[src/servo_mon_pkg.sv]
package servo_mon_pkg;

    // Register byte offsets
    localparam logic [7:0] OFS_FWD_GAIN = 8'h00;
    localparam logic [7:0] OFS_BYPASS_SPEED = 8'h04;
    localparam logic [7:0] OFS_IN_POLARITY = 8'h08;
    localparam logic [7:0] OFS_IN_DEBOUNCE = 8'h0C;
    localparam logic [7:0] OFS_OUT_SETTLE = 8'h10;
    localparam logic [7:0] OFS_OUT_SENSE = 8'h14;
    localparam logic [7:0] OFS_IN_MONITOR = 8'h18;
    localparam logic [7:0] OFS_OUT_MONITOR = 8'h1C;
    localparam logic [7:0] OFS_FB_COUNTER = 8'h20;
    localparam logic [7:0] OFS_IRQ_STATUS = 8'h24;
    localparam logic [7:0] OFS_IRQ_ENABLE = 8'h28;
    localparam logic [7:0] OFS_IRQ_CLEAR = 8'h2C;

    // Field widths
    localparam int GAIN_W = 14;
    localparam int SPEED_W = 14;
    localparam int TMR_W = 16;
    localparam int N_IN = 5;
    localparam int N_OUT = 4;
    localparam int N_EV = 4;

    // Gain in units of 0.0001, speed threshold in units of 0.001 per second
    localparam logic [GAIN_W-1:0] GAIN_MAX = 14'h2710;
    localparam logic [GAIN_W-1:0] GAIN_RESET = 14'h2710;
    localparam logic [SPEED_W-1:0] SPEED_MAX = 14'h2710;
    localparam logic [SPEED_W-1:0] SPEED_RESET = 14'h0000;
    localparam logic [N_IN-1:0] POL_RESET = 5'h00;
    localparam logic [TMR_W-1:0] DEBOUNCE_RESET = 16'h0000;
    localparam logic [TMR_W-1:0] SETTLE_RESET = 16'h0000;
    localparam logic [N_OUT-1:0] SENSE_RESET = 4'h0;

    // Input monitor bit positions
    localparam int IN_HOLD = 0;
    localparam int IN_INTEG_OFF = 1;
    localparam int IN_JOG = 2;
    localparam int IN_OVERRIDE = 3;
    localparam int IN_MINUS_LIMIT = 4;

    // Output monitor bit positions
    localparam int OUT_IN_PLACE = 0;
    localparam int OUT_PROX_A = 1;
    localparam int OUT_PROX_B = 2;
    localparam int OUT_HEALTHY = 3;

    // Event bit positions
    localparam int EV_IN_CHANGE = 0;
    localparam int EV_OUT_CHANGE = 1;
    localparam int EV_CNT_WRAP = 2;
    localparam int EV_QUAD_ERR = 3;

endpackage

[src/servo_io_monitor_feedback_counter.sv]
`timescale 1ns/10ps
`default_nettype none

// What this block does
// - Feedforward gain 0 to 1.0000, reset 1.0000; gain zero turns feedforward off.
// - Input monitors show the line after polarity inversion and debounce timer.
// - Output monitors show internal state before settle timer and logic sense.
// - Hold monitor reads 1 while conditioned hold input is active, else 0.
// - Integrator-disable monitor reads 1 while conditioned input requests it, else 0.
// - In-place monitor reads 1 when positioning done and target held.
// - Manual-move monitor reads 1 for acceleration start, 0 for deceleration.
// - Feedback counter counts each edge of either quadrature phase; edges of both phases in one cycle are not counted.
// - Feedback counter is signed 32-bit; writing zero clears it.
// - Proximity-A monitor reads 1 when nearing final target, else 0.
// - Proximity-B monitor reads 1 independently when nearing final target.
// - Healthy monitor reads 1 when no alarm or warning is present.
// - Torque filters bypassed at or below threshold speed; zero threshold never bypasses.
// - Bypass acts on both primary and secondary torque filter stages.
// - Override monitor reads 1 while conditioned override input is active.
// - Minus-limit monitor reads 1 when conditioned limit input detects limit.
module servo_io_monitor_feedback_counter (
    input wire logic hclk,
    input wire logic hresetn,
    input wire logic hsel,
    input wire logic [31:0] haddr,
    input wire logic [1:0] htrans,
    input wire logic hwrite,
    input wire logic [2:0] hsize,
    input wire logic [31:0] hwdata,
    input wire logic hready,
    output logic hreadyout,
    output logic hresp,
    output logic [31:0] hrdata,
    output logic irq,
    input wire logic hold_input,
    input wire logic integrator_disable_input,
    input wire logic manual_move_input,
    input wire logic speed_override_input,
    input wire logic minus_limit_input,
    input wire logic in_place_state,
    input wire logic proximity_a_state,
    input wire logic proximity_b_state,
    input wire logic healthy_state,
    output logic in_place_output,
    output logic proximity_a_output,
    output logic proximity_b_output,
    output logic healthy_output,
    input wire logic feedback_phase_a,
    input wire logic feedback_phase_b,
    input wire logic [13:0] motor_speed,
    output logic [13:0] forward_term_gain,
    output logic feedforward_enable,
    output logic primary_torque_lpf_bypass,
    output logic secondary_torque_lpf_bypass
);

    typedef struct packed {
        logic [servo_mon_pkg::GAIN_W-1:0] gain;
        logic [servo_mon_pkg::SPEED_W-1:0] thr;
        logic [servo_mon_pkg::N_IN-1:0] pol;
        logic [servo_mon_pkg::TMR_W-1:0] db_tmr;
        logic [servo_mon_pkg::TMR_W-1:0] settle_tmr;
        logic [servo_mon_pkg::N_OUT-1:0] sense;
        logic [servo_mon_pkg::N_IN-1:0] in_mon;
        logic [servo_mon_pkg::N_IN-1:0][servo_mon_pkg::TMR_W-1:0] db_cnt;
        logic [servo_mon_pkg::N_OUT-1:0] out_mon;
        logic [servo_mon_pkg::TMR_W-1:0] settle_cnt;
        logic [servo_mon_pkg::N_OUT-1:0] out_pin;
        logic [1:0] quad_prev;
        logic [31:0] fb_cnt;
        logic [servo_mon_pkg::N_EV-1:0] irq_sts;
        logic [servo_mon_pkg::N_EV-1:0] irq_en;
        logic wr_pend;
        logic [7:0] wr_addr;
        logic [31:0] rdata;
        logic bypass;
    } state_type;

    state_type s_r;
    state_type s_nxt;

    logic [servo_mon_pkg::N_IN-1:0] raw_in;
    logic [servo_mon_pkg::N_OUT-1:0] out_state;
    logic addr_phase;

    assign raw_in = {minus_limit_input, speed_override_input, manual_move_input,
                     integrator_disable_input, hold_input};
    assign out_state = {healthy_state, proximity_b_state, proximity_a_state, in_place_state};
    assign addr_phase = hsel && hready && htrans[1];

    ////////////////////////////////////////////////////////////////////////////////
    // Read multiplexer

    function automatic logic [31:0] read_mux(input state_type s, input logic [7:0] a);
        logic [31:0] d;
        d = 32'h0000_0000;
        case (a)
            servo_mon_pkg::OFS_FWD_GAIN: d = 32'(s.gain);
            servo_mon_pkg::OFS_BYPASS_SPEED: d = 32'(s.thr);
            servo_mon_pkg::OFS_IN_POLARITY: d = 32'(s.pol);
            servo_mon_pkg::OFS_IN_DEBOUNCE: d = 32'(s.db_tmr);
            servo_mon_pkg::OFS_OUT_SETTLE: d = 32'(s.settle_tmr);
            servo_mon_pkg::OFS_OUT_SENSE: d = 32'(s.sense);
            servo_mon_pkg::OFS_IN_MONITOR: d = 32'(s.in_mon);
            servo_mon_pkg::OFS_OUT_MONITOR: d = 32'(s.out_mon);
            servo_mon_pkg::OFS_FB_COUNTER: d = s.fb_cnt;
            servo_mon_pkg::OFS_IRQ_STATUS: d = 32'(s.irq_sts);
            servo_mon_pkg::OFS_IRQ_ENABLE: d = 32'(s.irq_en);
            default: d = 32'h0000_0000;
        endcase
        return d;
    endfunction

    ////////////////////////////////////////////////////////////////////////////////
    // Next state

    always_comb begin
        logic [servo_mon_pkg::N_IN-1:0] tgt;
        logic [servo_mon_pkg::N_EV-1:0] ev;
        logic [servo_mon_pkg::N_EV-1:0] clr;
        logic a_chg;
        logic b_chg;
        logic [31:0] step;
        logic [31:0] base;
        s_nxt = s_r;
        tgt = raw_in ^ s_r.pol;
        ev = '0;
        clr = '0;
        base = s_r.fb_cnt;
        step = 32'h0000_0000;
        a_chg = 1'b0;
        b_chg = 1'b0;

        // Bus write, data phase
        if (s_r.wr_pend) begin
            case (s_r.wr_addr)
                servo_mon_pkg::OFS_FWD_GAIN: begin
                    if (hwdata > 32'(servo_mon_pkg::GAIN_MAX)) begin
                        s_nxt.gain = servo_mon_pkg::GAIN_MAX;
                    end else begin
                        s_nxt.gain = hwdata[servo_mon_pkg::GAIN_W-1:0];
                    end
                end
                servo_mon_pkg::OFS_BYPASS_SPEED: begin
                    if (hwdata > 32'(servo_mon_pkg::SPEED_MAX)) begin
                        s_nxt.thr = servo_mon_pkg::SPEED_MAX;
                    end else begin
                        s_nxt.thr = hwdata[servo_mon_pkg::SPEED_W-1:0];
                    end
                end
                servo_mon_pkg::OFS_IN_POLARITY: s_nxt.pol = hwdata[servo_mon_pkg::N_IN-1:0];
                servo_mon_pkg::OFS_IN_DEBOUNCE: s_nxt.db_tmr = hwdata[servo_mon_pkg::TMR_W-1:0];
                servo_mon_pkg::OFS_OUT_SETTLE: s_nxt.settle_tmr = hwdata[servo_mon_pkg::TMR_W-1:0];
                servo_mon_pkg::OFS_OUT_SENSE: s_nxt.sense = hwdata[servo_mon_pkg::N_OUT-1:0];
                servo_mon_pkg::OFS_FB_COUNTER: begin
                    if (hwdata == 32'h0000_0000) begin
                        base = 32'h0000_0000;
                    end
                end
                servo_mon_pkg::OFS_IRQ_ENABLE: s_nxt.irq_en = hwdata[servo_mon_pkg::N_EV-1:0];
                servo_mon_pkg::OFS_IRQ_CLEAR: clr = hwdata[servo_mon_pkg::N_EV-1:0];
                default: ;
            endcase
        end

        // Input conditioning: polarity then debounce
        for (int i = 0; i < servo_mon_pkg::N_IN; i++) begin
            if (tgt[i] == s_r.in_mon[i]) begin
                s_nxt.db_cnt[i] = '0;
            end else if (s_r.db_cnt[i] >= s_r.db_tmr) begin
                s_nxt.in_mon[i] = tgt[i];
                s_nxt.db_cnt[i] = '0;
            end else begin
                s_nxt.db_cnt[i] = s_r.db_cnt[i] + 1'b1;
            end
        end
        ev[servo_mon_pkg::EV_IN_CHANGE] = |(s_nxt.in_mon ^ s_r.in_mon);

        // Output monitors take the raw internal state; pins get settle and sense
        s_nxt.out_mon = out_state;
        ev[servo_mon_pkg::EV_OUT_CHANGE] = |(out_state ^ s_r.out_mon);
        if (out_state != s_r.out_mon) begin
            s_nxt.settle_cnt = '0;
        end else if (s_r.settle_cnt >= s_r.settle_tmr) begin
            s_nxt.out_pin = s_r.out_mon ^ s_r.sense;
        end else begin
            s_nxt.settle_cnt = s_r.settle_cnt + 1'b1;
        end

        // Quadrature edge counting, A leading counts up
        s_nxt.quad_prev = {feedback_phase_a, feedback_phase_b};
        a_chg = feedback_phase_a ^ s_r.quad_prev[1];
        b_chg = feedback_phase_b ^ s_r.quad_prev[0];
        if (a_chg ^ b_chg) begin
            if (feedback_phase_a ^ s_r.quad_prev[0]) begin
                step = 32'h0000_0001;
            end else begin
                step = 32'hFFFF_FFFF;
            end
        end
        ev[servo_mon_pkg::EV_QUAD_ERR] = a_chg && b_chg;
        s_nxt.fb_cnt = base + step;
        ev[servo_mon_pkg::EV_CNT_WRAP] = (step == 32'h0000_0001 && base == 32'h7FFF_FFFF)
            || (step == 32'hFFFF_FFFF && base == 32'h8000_0000);

        // Filter bypass at or below threshold speed
        s_nxt.bypass = (s_r.thr != '0) && (motor_speed <= s_r.thr);

        // Sticky status, a new event wins over a clear
        s_nxt.irq_sts = (s_r.irq_sts & ~clr) | ev;

        // Address phase: capture a snapshot for reads
        s_nxt.wr_pend = addr_phase && hwrite;
        if (addr_phase) begin
            s_nxt.wr_addr = {haddr[7:2], 2'b00};
        end
        if (addr_phase && !hwrite) begin
            s_nxt.rdata = read_mux(s_r, {haddr[7:2], 2'b00});
        end
    end

    always_ff @(posedge hclk or negedge hresetn) begin
        if (!hresetn) begin
            s_r <= '0;
            s_r.gain <= servo_mon_pkg::GAIN_RESET;
            s_r.thr <= servo_mon_pkg::SPEED_RESET;
            s_r.pol <= servo_mon_pkg::POL_RESET;
            s_r.db_tmr <= servo_mon_pkg::DEBOUNCE_RESET;
            s_r.settle_tmr <= servo_mon_pkg::SETTLE_RESET;
            s_r.sense <= servo_mon_pkg::SENSE_RESET;
        end else begin
            s_r <= s_nxt;
        end
    end

    ////////////////////////////////////////////////////////////////////////////////
    // Outputs

    assign hreadyout = 1'b1;
    assign hresp = 1'b0;
    assign hrdata = s_r.rdata;
    assign irq = |(s_r.irq_sts & s_r.irq_en);
    assign in_place_output = s_r.out_pin[servo_mon_pkg::OUT_IN_PLACE];
    assign proximity_a_output = s_r.out_pin[servo_mon_pkg::OUT_PROX_A];
    assign proximity_b_output = s_r.out_pin[servo_mon_pkg::OUT_PROX_B];
    assign healthy_output = s_r.out_pin[servo_mon_pkg::OUT_HEALTHY];
    assign forward_term_gain = s_r.gain;
    assign feedforward_enable = s_r.gain != '0;
    assign primary_torque_lpf_bypass = s_r.bypass;
    assign secondary_torque_lpf_bypass = s_r.bypass;

    ////////////////////////////////////////////////////////////////////////////////
    // Assertions

    logic wr_gain_zero;
    logic wr_cnt_zero;
    assign wr_gain_zero = s_r.wr_pend && s_r.wr_addr == servo_mon_pkg::OFS_FWD_GAIN
        && hwdata == 32'h0000_0000;
    assign wr_cnt_zero = s_r.wr_pend && s_r.wr_addr == servo_mon_pkg::OFS_FB_COUNTER
        && hwdata == 32'h0000_0000;
endmodule

`default_nettype wire

[config.mk]
export PLATFORM = sky130hd
export DESIGN_NAME = servo_io_monitor_feedback_counter
export DESIGN_NICKNAME = d
export VERILOG_FILES = /design/src/servo_mon_pkg.sv /design/src/servo_io_monitor_feedback_counter.sv
export SDC_FILE = /design/constraint.sdc
export NUM_CORES = 1
export LEC_CHECK = 0
export ABC_AREA = 1
export BUFFER_PORTS_ARGS = -buffer_cell sky130_fd_sc_hd__buf_2
export CAP_MARGIN = 15
export CELL_PAD_IN_SITES_DETAIL_PLACEMENT = 1
export CELL_PAD_IN_SITES_GLOBAL_PLACEMENT = 1
export CORE_ASPECT_RATIO = 0.6
export CORE_MARGIN = 3
export CORE_UTILIZATION = 45
export CTS_CLUSTER_SIZE = 40
export DETAILED_ROUTE_END_ITERATION = 8
export HOLD_SLACK_MARGIN = 0.15
export PLACE_DENSITY_LB_ADDON = 0.08
export SYNTH_ARGS = -nofsm -noshare
export SYNTH_HDL_FRONTEND = slang
export SYNTH_SLANG_ARGS = --single-unit
export TNS_END_PERCENT = 50
[constraint.sdc]
create_clock -name hclk -period 3.77 [get_ports hclk]
set_clock_uncertainty 0.2 [all_clocks]
set_input_delay 0.1885 -clock hclk [delete_from_list [all_inputs] [get_ports hclk]]
set_output_delay 0.1885 -clock hclk [all_outputs]
set_load 0.05 [all_outputs]
==> results.ini, run 1 <==
[synth]
ys_ff_latch = 260
synth_common_cells = nand2_1, inv_1, dfrtp_1
synthCells = 2127
synth-edff-count = 0
synth_area_leaders = dfrtp_1, ha_1, nand2_1, inv_1, nor2_1
synth_cell_type_count = 55
ys_seq_area_share_pct = 38.6
yosysTopAreaCell = dfrtp_1
synth_most_common_cell = nand2_1
synth_area_sq_um = 16900
yosys_warnings = 0
avgSynthCellArea_sq_um = 7.93
ys.flop_type = dfrtp_1
syn_nets = 2378
ys_async_sr_fraction_pct = 100
synth_top_area_share_pct = 37.9

[clock_network]
cts_made_buffers = 28
cts_tree = yes
clk_pin_slew_worst_paths_ns = 0.07
clk_path_buf_depth = 3
htreeDepth = 1
clockRootBuffer = clkbuf_16
cts.sinks = 260
clk_latency_ns = 0.57

[sta]
worstMarginPinSlew_ns = 1.07
min_period_ns = 3.60
hold_viol_final = 0
setup_tns_ns = 0
timing.final.ws_setup_ns = 0.173
rsz0062_at_grt = false
period_share_pct = 95.4
maxSlewHeadroom_pct = 28.3
fmax_ghz = 0.278
setup_viol_count_final = 0
slew_viol_final = 0

[placed_design]
place_congestion = 0.953
io_buffers = 122
post-place-ws_ns = 0.136
dp_hpwl_mm = 44.9
placed_cells = 2698

[routing]
via_count = 15500
antenna_left = 0
routed_wl_mm = 59.0
first_iter_violations = 983
drc = 0
drt_pre_antenna_iters = 5
wl_per_cell_um = 21.0
routed_via_density = 5.53

[power]
switching_share_pct = 38.9
p_sw_uw = 3870
clkPwrFrac_pct = 32.2
finalPower_uw = 9950
power.share.combinational_pct = 32.6
p_int_uw = 6080
p_leak_uw = 0.0101
pwr_density_cell_nw_per_um2 = 510
ir_worst_vdd_v = 0.000352
seq_power_share_pct = 35.1

[global_route]
antenna_found_initial = 3
grt_pass1_wl_mm = 92.4
grt_start_max_net_pins = 69
grtUsageTotal_pct = 29.5
overflow = 0
grt_pass1_vias = 16200

[min_path]
hp-class = primary input to flip-flop
min_delay_worst_endpoint = forward_term_gain[0]$_DFFE_PN0P_
whs_path_depth = 4
min_from = hwdata[0]

[setup_path]
cp-start-kind = primary input
r2r_start = s_r[82]$_DFF_PN0_
critPathCaptureType = flip-flop
worst_ep_required_time_ns = 4.04
worstPathArrival_ns = 3.86
regToRegEndpoint = s_r[79]$_DFF_PN0_
cp_max_fo = 16
crit_type = primary input to flip-flop
rrSetupSlack_ns = 0.19
r2r_cells = 13

[floorplanning]
pin_count = 155
fp.coreArea_sq_um = 36600
fp.dieW_um = 256
start_util_pct = 46.0
die_area_sq_um = 39900
rows = 54
die_h_um = 156

[finish]
syn_to_final_growth_pct = 15.6
layout-drive-gt1-share_pct = 11.1
nets = 2532
instances_no_fill = 2808
utilization_pct = 53.2

[outcome]
outcome = finished, final reports clean

[flow_run]
cap_violations = 0

[sequential cells by signal, summed over array words and instances, names as in the netlist]
signal and cells:
primary_torque_lpf_bypass 1, hrdata 32, in_place_output 1, forward_term_gain 14, s_r 209, proximity_b_output 1
healthy_output 1, proximity_a_output 1
[per-stage QoR]
| step | instance area (sq um) | hold WS [ns] |
|---|---|---|
| global route | 19500 | 0.260 |
| global placement | 17800 | 0.112 |
| CTS | 19500 | 0.247 |
| floorplan | 16900 | -0.307 |
| detailed placement | 17800 | 0.120 |
| finish | 19500 | 0.265 |
[worst max-delay path by stage]
stage                   endpoint  slack, ns         startpoint
2_1_floorplan  s_r[80]$_DFF_PN0_       0.56  s_r[82]$_DFF_PN0_
3_5_place_dp   s_r[79]$_DFF_PN0_       0.14  s_r[82]$_DFF_PN0_
3_3_place_gp   s_r[79]$_DFF_PN0_       0.37  s_r[82]$_DFF_PN0_
4_1_cts        s_r[79]$_DFF_PN0_       0.15  s_r[82]$_DFF_PN0_
6_report       s_r[81]$_DFF_PN0_       0.17          hwdata[1]
5_1_grt        s_r[79]$_DFF_PN0_       0.04  s_r[82]$_DFF_PN0_
[layout by cell type (no fill, tap or decap), drive strengths merged, types with 6 or more instances in the layout]
cell and count:
bufinv 6, nor3b 7, xor2 73, nor3 49
inv 287, ha 151, o41ai 6, buf 155
a21oi 100, a211oi 10, dfrtp 255, a21o 7
nand4 55, nor4 19, nand2 393, nor2 228
nand3 108, clkbuf 38, o22ai 34, o21ai 177
xnor2 27, nand3b 7, o21bai 6, dlygate4sd3 54
a31oi 12
[cell families (layout without fill, tap and decap cells)]
kind of cell	count (synthesis)	after routing	synth area share (%)
and+or+nand+nor	874	874	22.9
AOI/OAI and AO/OA	368	368	12.3
other	2	3	0.0446
adders and majority gates	152	152	11.3
DFF	260	260	38.6
buffers and inverters	371	547	9.60
xor gates and xnor gates	100	100	5.20
[routing by layer]
metal | vias up | track usage, % | wire length (um)
li1 | 7319 | - | -
met1 | 7762 | 43.0 | 28500
met3 | 72 | 6.59 | 4240
met5 | - | 0 | 13
met2 | 360 | 45.7 | 25300
met4 | 2 | 4.96 | 899
[power groups by stage]
stage	clock network [uW]	logic, uW	registers [uW]
2_1_floorplan	0	2090	3340
3_3_place_gp	0	2950	3510
3_5_place_dp	0	3090	3520
4_1_cts	3230	3170	3470
5_1_grt	3360	3590	3530
6_report	3210	3250	3490
[critical path, cell delays in order]
cell,delay (ns)
dlygate4sd3_1,0.57
buf_2,0.16
inv_1,0.26
nand4_1,0.21
nor2_1,0.17
nand3_2,0.19
inv_4,0.20
buf_4,0.23
nor2_1,0.10
ha_1,0.41
a21oi_1,0.24
inv_1,0.06
a31oi_1,0.30
nor2_1,0.07
nor3_1,0.28
nand2_1,0.10
nand2_1,0.07
nand2_1,0.05
[cell type report]
cell class                 instances  area [sq um]
antenna                            1          2.50
clock buffer                      38           820
clock inverter                    14           236
fill                            4557         17100
inverter                         286          1080
multi-input combinational       1496          8730
sequential                       260          6510
tap                              504           631
timing repair buffer             209          1480
[repair_timing]
item | CTS | global route
hold buffers | 55 | 0
endpoints found under the setup margin | 0 | 4
buffers inserted | 0 | 2
resized for setup | 0 | 5
endpoints found under the hold margin | 324 | 0
Power figures use the tool's default switching activity.
==> run 2: changes to the inputs <==
--- a/config.mk
+++ b/config.mk
@@ -5,7 +5,6 @@
 export SDC_FILE = /design/constraint.sdc
 export NUM_CORES = 1
 export LEC_CHECK = 0
-export ABC_AREA = 1
 export BUFFER_PORTS_ARGS = -buffer_cell sky130_fd_sc_hd__buf_2
 export CAP_MARGIN = 15
 export CELL_PAD_IN_SITES_DETAIL_PLACEMENT = 1
@@ -17,6 +16,7 @@
 export DETAILED_ROUTE_END_ITERATION = 8
 export HOLD_SLACK_MARGIN = 0.15
 export PLACE_DENSITY_LB_ADDON = 0.08
+export SLEW_MARGIN = 20
 export SYNTH_ARGS = -nofsm -noshare
 export SYNTH_HDL_FRONTEND = slang
 export SYNTH_SLANG_ARGS = --single-unit
==> run 2 against run 1 <==
Routed wire length increased by 1.3%; highest routed layer is now met4; first-iteration DRC count increased by 14%; hold slack improved by 0.010 ns; sequential power increased by 8.6%; synthesized cell count decreased by 20%; clock power decreased by 6.2%; design area increased by 1.6%; flip-flop and latch count unchanged; the flow now finishes with violations (negative setup slack).
==> results.ini, run 2 <==
[finish]
top_register = s_r
final_cell_mix = dfrtp_1, nand2_1, nor2_1
layout-drive-gt1-share_pct = 22.5  ; +11 points
nets = 2217  ; -12%
design_area_sq_um = 19800  ; +1.6%
utilization_pct = 57.6  ; +4.3 points
mostFrequentLayoutCell = dfrtp_1
largest_register_ffs = 209  ; unchanged
syn_to_final_growth_pct = 23.5

[sta]
setup_viol_count_final = 10  ; +10
worstMarginPinSlew_ns = 1.11  ; +0.0352 ns
maxSlewHeadroom_pct = 25.5  ; -2.9 points
holdWs_ns = 0.275  ; +0.0104 ns
timing.final.ws_setup_ns = -0.0696  ; -0.242 ns
fmax_ghz = 0.260  ; -6.3%
slew_viol_final = 0  ; unchanged
rsz0062_at_grt = true
hold_viol_final = 0  ; unchanged
min_period_ns = 3.84  ; +0.242 ns
period_share_pct = 102  ; +6.4 points

[global_route]
grt_pass1_vias = 15000  ; -7.6%
grtUsageTotal_pct = 30.5  ; +1.0 points
antenna_found_initial = 2  ; -1
grt_start_max_net_pins = 83  ; +20%
overflow = 0  ; unchanged
grt_pass1_wl_mm = 90.9  ; -1.6%

[synth]
yosys_warnings = 0  ; unchanged
ys.flop_type = dfrtp_1
yosysTopAreaCell = dfrtp_1
ys_ff_latch = 260  ; unchanged
synth_area_sq_um = 16000  ; -4.9%
avgSynthCellArea_sq_um = 9.38  ; +18%
synth_top_area_share_pct = 39.8  ; +1.9 points
synth_common_cells = dfrtp_1, nand2_1, nor2_1
synth_compound_area_share_pct = 12.8  ; +0.41 points
synth_simple_gate_area_share_pct = 17.6  ; -5.3 points
synth_cell_type_count = 66  ; +20%
synth_adder_area_share_pct = 11.9  ; +0.58 points
synth_most_common_cell = dfrtp_1
muxShareOfSynthArea_pct = 5.01  ; +5.0 points
synth-edff-count = 0  ; unchanged
syn_nets = 1960  ; -18%
synth_area_leaders = dfrtp_1, ha_1, nand2_1, xor2_1, nor2_1
synth_xor_area_share_pct = 6.99  ; +1.8 points
synth_top_family_by_area = simple AND/OR/NAND/NOR gates
synthCells = 1709  ; -20%
ys_async_sr_fraction_pct = 100  ; unchanged
ys_seq_area_share_pct = 40.6  ; +2.0 points

[setup_path]
critPathSlowestCell = o211ai_1
worst_ep_required_time_ns = 4.03  ; about the same
worstPathArrival_ns = 4.10  ; +0.24 ns
cp-start-kind = flip-flop
worstPathCellList = nor2_1 > nand2_1 > nor3b_2 > buf_4 > nand4_1 > buf_6 > and2_4 > ha_4 > inv_1 > fa_2 > nor2b_4 > o2111ai_4 > a211oi_2 > o21ai_1 > buf_4 > o211ai_1 > a31oi_1 > xnor2_1
worst_path_most_repeated_cell = buf_4
critPathCaptureType = flip-flop
cp_max_fo = 7  ; -9
crit_type = flip-flop to flip-flop
slowest_delay_ns = 0.47  ; -0.10 ns

[routing]
first_iter_violations = 1120  ; +14%
routed_wl_mm = 59.7  ; +1.3%
drt_pre_antenna_iters = 5  ; unchanged
wl_per_cell_um = 24.4  ; +16%
antenna_left = 0  ; unchanged
drc = 0  ; unchanged
routed_via_density = 5.93  ; +7.4%
via_count = 14500  ; -6.4%

[clock_network]
clk_path_buf_depth = 3  ; unchanged
cts_made_buffers = 28  ; unchanged
cts_tree = yes
htreeDepth = 1  ; unchanged
clk_latency_ns = 0.57  ; about the same
clockRootBuffer = clkbuf_16
clk_pin_slew_worst_paths_ns = 0.07  ; about the same
cts.sinks = 260  ; unchanged

[floorplanning]
pin_count = 155  ; unchanged
die_h_um = 152  ; -2.4%
fp.dieW_um = 250  ; -2.4%
fp.coreArea_sq_um = 34400  ; -6.0%
die_area_sq_um = 38000  ; -4.7%
start_util_pct = 46.6  ; +0.56 points
rows = 52  ; -3.7%

[power]
pwr_density_cell_nw_per_um2 = 576  ; +13%
ir_worst_vdd_v = 0.000367  ; +4.2%
p_leak_uw = 0.00968  ; -4.6%

[outcome]
outcome = complete, but fails checks
violations = negative setup slack

[placed_design]
io_buffers = 122  ; unchanged
place_congestion = 0.933  ; -2.0%
dp_hpwl_mm = 43.9  ; -2.2%
place_area_sq_um = 17800  ; -0.30%

[min_path]
hp-class = primary input to flip-flop

[flow_run]
cap_violations = 0  ; unchanged

## run 2: cell count changes after synthesis, moves of 27 or more
cell     before  now
and3_1        1   29
nor2_1      220  173
a21o_1        7   34
nand3_1     102   67
and2_1        0   37
nor3_1       43   12
inv_1       284   70
o22ai_1      34    4
o21ai_0     158  105
nand2_1     392  177
mux2_2        0   48
## run 2: repair_timing
| action | 4_1_cts | 5_1_grt |
|---|---|---|
| endpoints found under the setup margin | 13 | 16 |
| pin swaps | 21 | 28 |
| gates cloned | 1 | 0 |
| hold buffers | 53 | 0 |
| resized for setup | 31 | 52 |
| setup buffers | 4 | 5 |
| endpoints found under the hold margin | 338 | 0 |
## run 2: kinds of logic (layout without fill, tap and decap cells)
family,after synthesis,in the layout
xor+xnor,128,128
compound gates,332,332
other cells,2,3
buf+inv,167,446
flops,260,260
fa+ha+maj,152,152
simple gates,600,600
mux,68,68
## run 2: where the power goes
group / switching (uW) / total (uW) / internal, uW
registers: 603 / 3790 / 3190
logic: 2530 / 4610 / 2080
clock network: 1260 / 3010 / 1750
total: 4390 / 11400 / 7020
## run 2: worst max-delay path, delay by kind of cell (launching register included)
kind            cells  cell delay (ns)
compound gates      5             1.17
simple gates        6             0.72
buf+inv             4             0.58
fa+ha+maj           2             0.57
flops               1             0.35
xor+xnor            1             0.15
## run 2: area by class of cell
cell class / instances / area, sq um
inverter: 70 / 267
multi-input combinational: 1282 / 9130
sequential: 260 / 6510
tap: 459 / 574
clock inverter: 13 / 148
timing repair buffer: 324 / 2340
fill: 3821 / 14600
clock buffer: 39 / 833
antenna: 1 / 2.50
## run 2: final timing paths
kind	from	end	slack, ns	depth (start not counted)
max	s_r[40]$_DFFE_PN0P_	s_r[78]$_DFF_PN0_	-0.07	18
max reg2reg	s_r[40]$_DFFE_PN0P_	s_r[78]$_DFF_PN0_	-0.07	18
min reg2reg	hrdata[17]$_DFFE_PN0P_	hrdata[17]$_DFFE_PN0P_	0.27	2
min	haddr[3]	s_r[36]$_DFFE_PN0P_	0.27	3
min in group asynchronous	hresetn	s_r[124]$_DFF_PN0_	0.54	3
max in group asynchronous	hresetn	forward_term_gain[10]$_DFFE_PN1P_	1.94	4
## run 2: routing by layer
| metal | global-route usage (%) | vias to the layer above | wire, um |
|---|---|---|---|
| li1 | - | 6497 | - |
| met1 | 47.5 | 7391 | 28700 |
| met2 | 42.7 | 549 | 24000 |
| met3 | 7.06 | 90 | 5400 |
| met4 | 6.73 | 0 | 1610 |
| met5 | 0 | - | 0 |
## run 2: per-stage QoR
stage | worst slack, ns | setup TNS [ns] | total power [uW] | std cells
floorplan | -0.0250 | -0.0290 | 5750 | 1709
global placement | -0.428 | -5.12 | 7460 | 2332
detailed placement | -0.592 | -6.23 | 7640 | 2332
CTS | -0.0152 | -0.0227 | 10900 | 2442
global route | -0.146 | -1.39 | 11900 | 2448
finish | -0.0696 | -0.377 | 11400 | 2448
==> run 3: changes to the inputs <==
--- a/config.mk
+++ b/config.mk
@@ -7,7 +7,7 @@
 export LEC_CHECK = 0
 export BUFFER_PORTS_ARGS = -buffer_cell sky130_fd_sc_hd__buf_2
 export CAP_MARGIN = 15
-export CELL_PAD_IN_SITES_DETAIL_PLACEMENT = 1
+export CELL_PAD_IN_SITES_DETAIL_PLACEMENT = 0
 export CELL_PAD_IN_SITES_GLOBAL_PLACEMENT = 1
 export CORE_ASPECT_RATIO = 0.6
 export CORE_MARGIN = 3
@@ -16,7 +16,7 @@
 export DETAILED_ROUTE_END_ITERATION = 8
 export HOLD_SLACK_MARGIN = 0.15
 export PLACE_DENSITY_LB_ADDON = 0.08
-export SLEW_MARGIN = 20
+export REMOVE_ABC_BUFFERS = 1
 export SYNTH_ARGS = -nofsm -noshare
 export SYNTH_HDL_FRONTEND = slang
 export SYNTH_SLANG_ARGS = --single-unit
==> run 3 against run 2 <==
The flow now finishes without violations; die area unchanged; design area is 2.1% lower; routed wire length shrank 14%; worst setup slack gained 0.10 ns; fmax grew 2.7%; global-route usage is 4.1 points lower; clock-buffer cell count grew 2; clock power decreased by 14%; critical path type unchanged; critical endpoint is now s_r[80]$_DFF_PN0_; highest routed layer unchanged.
==> results.ini, run 3 (same netlist as run 2, synthesis figures left out) <==
[outcome]
outcome = finished, final reports clean

[finish]
instances_no_fill = 2437  ; -0.45%
final_cell_mix = dfrtp_1, nand2_1, nor2_1
mostFrequentLayoutCell = dfrtp_1
utilization_pct = 56.4  ; -1.2 points
design_area_sq_um = 19400  ; -2.1%
n_antenna_cell = 0  ; -1
layout-drive-gt1-share_pct = 20.6  ; -2.0 points
nets = 2211  ; -0.27%
top_register = s_r
largest_register_ffs = 209  ; unchanged
syn_to_final_growth_pct = 20.9

[setup_path]
rrSetupSlack_ns = 0.03  ; +0.10 ns
crit_type = flip-flop to flip-flop
crit_path_start = s_r[40]$_DFFE_PN0P_
critPathSlowestCell = or3_4
regToRegEndpoint = s_r[80]$_DFF_PN0_
r2r_cells = 17  ; -1
worstPathCellList = nor2_1 > nand2_1 > nor3b_2 > buf_4 > nand4_1 > buf_6 > and2_1 > ha_4 > and2_4 > a41o_1 > or3_4 > o21ai_4 > buf_6 > o211ai_1 > buf_4 > a221oi_2 > xnor2_1
critPathCaptureType = flip-flop
r2r_start = s_r[40]$_DFFE_PN0P_
slowest_delay_ns = 0.41  ; -0.06 ns
worstPathArrival_ns = 3.97  ; -0.13 ns
cp_max_fo = 7  ; unchanged
worst_ep_required_time_ns = 4.00  ; -0.03 ns
cp-endpoint = s_r[80]$_DFF_PN0_
cp-start-kind = flip-flop

[global_route]
grt_pass1_vias = 12800  ; -15%
grtUsageTotal_pct = 26.4  ; -4.1 points
grt_start_max_net_pins = 75  ; -9.6%
grt_pass1_wl_mm = 78.5  ; -14%
antenna_found_initial = 0  ; -2
overflow = 0  ; unchanged

[flow_run]
cap_violations = 0  ; unchanged

[sta]
worstMarginPinSlew_ns = 1.14  ; +0.0291 ns
slew_viol_final = 0  ; unchanged
fmax_ghz = 0.267  ; +2.7%
period_share_pct = 99.2  ; -2.7 points
rsz0062_at_grt = true
hold_viol_final = 0  ; unchanged
setup_tns_ns = 0  ; +0.377 ns
maxSlewHeadroom_pct = 23.5  ; -2.0 points
holdWs_ns = 0.188  ; -0.0867 ns
setup_viol_count_final = 0  ; -10
min_period_ns = 3.74  ; -0.100 ns

[placed_design]
placed_cells = 2331  ; -0.043%
place_area_sq_um = 17800  ; -0.13%
dp_hpwl_mm = 38.9  ; -11%
io_buffers = 122  ; unchanged
place_congestion = 0.894  ; -4.3%

[routing]
wl_per_cell_um = 21.1  ; -14%
antenna_left = 0  ; unchanged
routed_via_density = 5.57  ; -6.1%
via_count = 13600  ; -6.5%
drc = 0  ; unchanged
first_iter_violations = 1192  ; +6.4%
routed_wl_mm = 51.4  ; -14%
drt_pre_antenna_iters = 5  ; unchanged

[floorplanning]
fp.dieW_um = 250  ; unchanged
start_util_pct = 46.6  ; unchanged
fp.coreArea_sq_um = 34400  ; unchanged
pin_count = 155  ; unchanged
die_area_sq_um = 38000  ; unchanged
rows = 52  ; unchanged
die_h_um = 152  ; unchanged

[clock_network]
clockRootBuffer = clkbuf_16
clk_path_buf_depth = 3  ; unchanged
clk_pin_slew_worst_paths_ns = 0.06  ; about the same
cts.sinks = 260  ; unchanged
clk_latency_ns = 0.56  ; about the same
htreeDepth = 1  ; unchanged
cts_tree = yes
cts_made_buffers = 27  ; -3.6%

[power]
p_leak_uw = 0.00953  ; -1.6%
pwr_density_cell_nw_per_um2 = 538  ; -6.6%
ir_worst_vdd_v = 0.000366  ; -0.28%

[min_path]
whs_path_depth = 2  ; -1
hp-class = primary input to flip-flop

[run 3: cell types whose count changed in the layout (fill, tap and decap cells not counted), moves of 4 or more]
| cell | previous run | this run |
|---|---|---|
| and2_1 | 30 | 34 |
| and2_4 | 7 | 3 |
| ha_1 | 134 | 140 |
| a21oi_1 | 75 | 79 |
| o21ai_2 | 4 | 0 |
| clkbuf_1 | 3 | 8 |
| ha_4 | 13 | 8 |
[run 3: through the flow]
stage                     power [uW]  worst slack (ns)
after floorplan                 5660            -0.333
after global placement          7400            -0.376
after detailed placement        7440            -0.532
after CTS                      10200            0.0236
after global routing           11000           -0.0751
final                          10400            0.0307
[run 3: timing repair]
item                                    in CTS  in global routing
cloned                                       0                  1
endpoints found under the setup margin      12                 16
gates resized for setup                     11                 37
hold endpoints to repair                   400                  0
hold buffers                                52                  0
buffers inserted                             0                  6
pin swaps                                    6                 29
[run 3: worst min path at each step]
stage                     slack [ns]                          endpoint  startpoint
after floorplan                -0.31  forward_term_gain[0]$_DFFE_PN0P_     hresetn
after global placement          0.02                s_r[130]$_DFF_PN0_     hresetn
after detailed placement        0.02                s_r[132]$_DFF_PN0_     hresetn
after CTS                       0.17               s_r[35]$_DFFE_PN0P_    haddr[2]
after global routing            0.20               s_r[35]$_DFFE_PN0P_    haddr[2]
final                           0.19               s_r[35]$_DFFE_PN0P_    haddr[2]
[run 3: per-layer routing]
metal | part of all wire, % | global-route usage [%] | wire length [um]
met4 | 1.7 | 4.33 | 866
met1 | 55 | 45.6 | 28100
met3 | 7.0 | 5.32 | 3590
met2 | 37 | 32.7 | 18800
met5 | 0 | 0 | 0
[run 3: final cells by class]
cell class	count	area, sq um
fillers	3108	15000
multi-input cells	1282	8920
flip-flops and latches	260	6510
repair buffers	319	2300
clock buffers	41	788
well taps	459	574
inverters	70	263
clock inverters	6	32.5
[run 3: critical path, delay by kind of cell, from the launching register on]
kind / cells / cell delay [ns]
and+or+nand+nor: 7 / 1.31
AOI/OAI and AO/OA: 4 / 0.76
buffers and inverters: 4 / 0.66
DFF: 1 / 0.39
adders and majority gates: 1 / 0.22
xor gates and xnor gates: 1 / 0.10
[run 3: power breakdown]
part           switching [uW]  internal, uW
clock network            1150          1430
registers                 544          3190
logic                    2210          1910
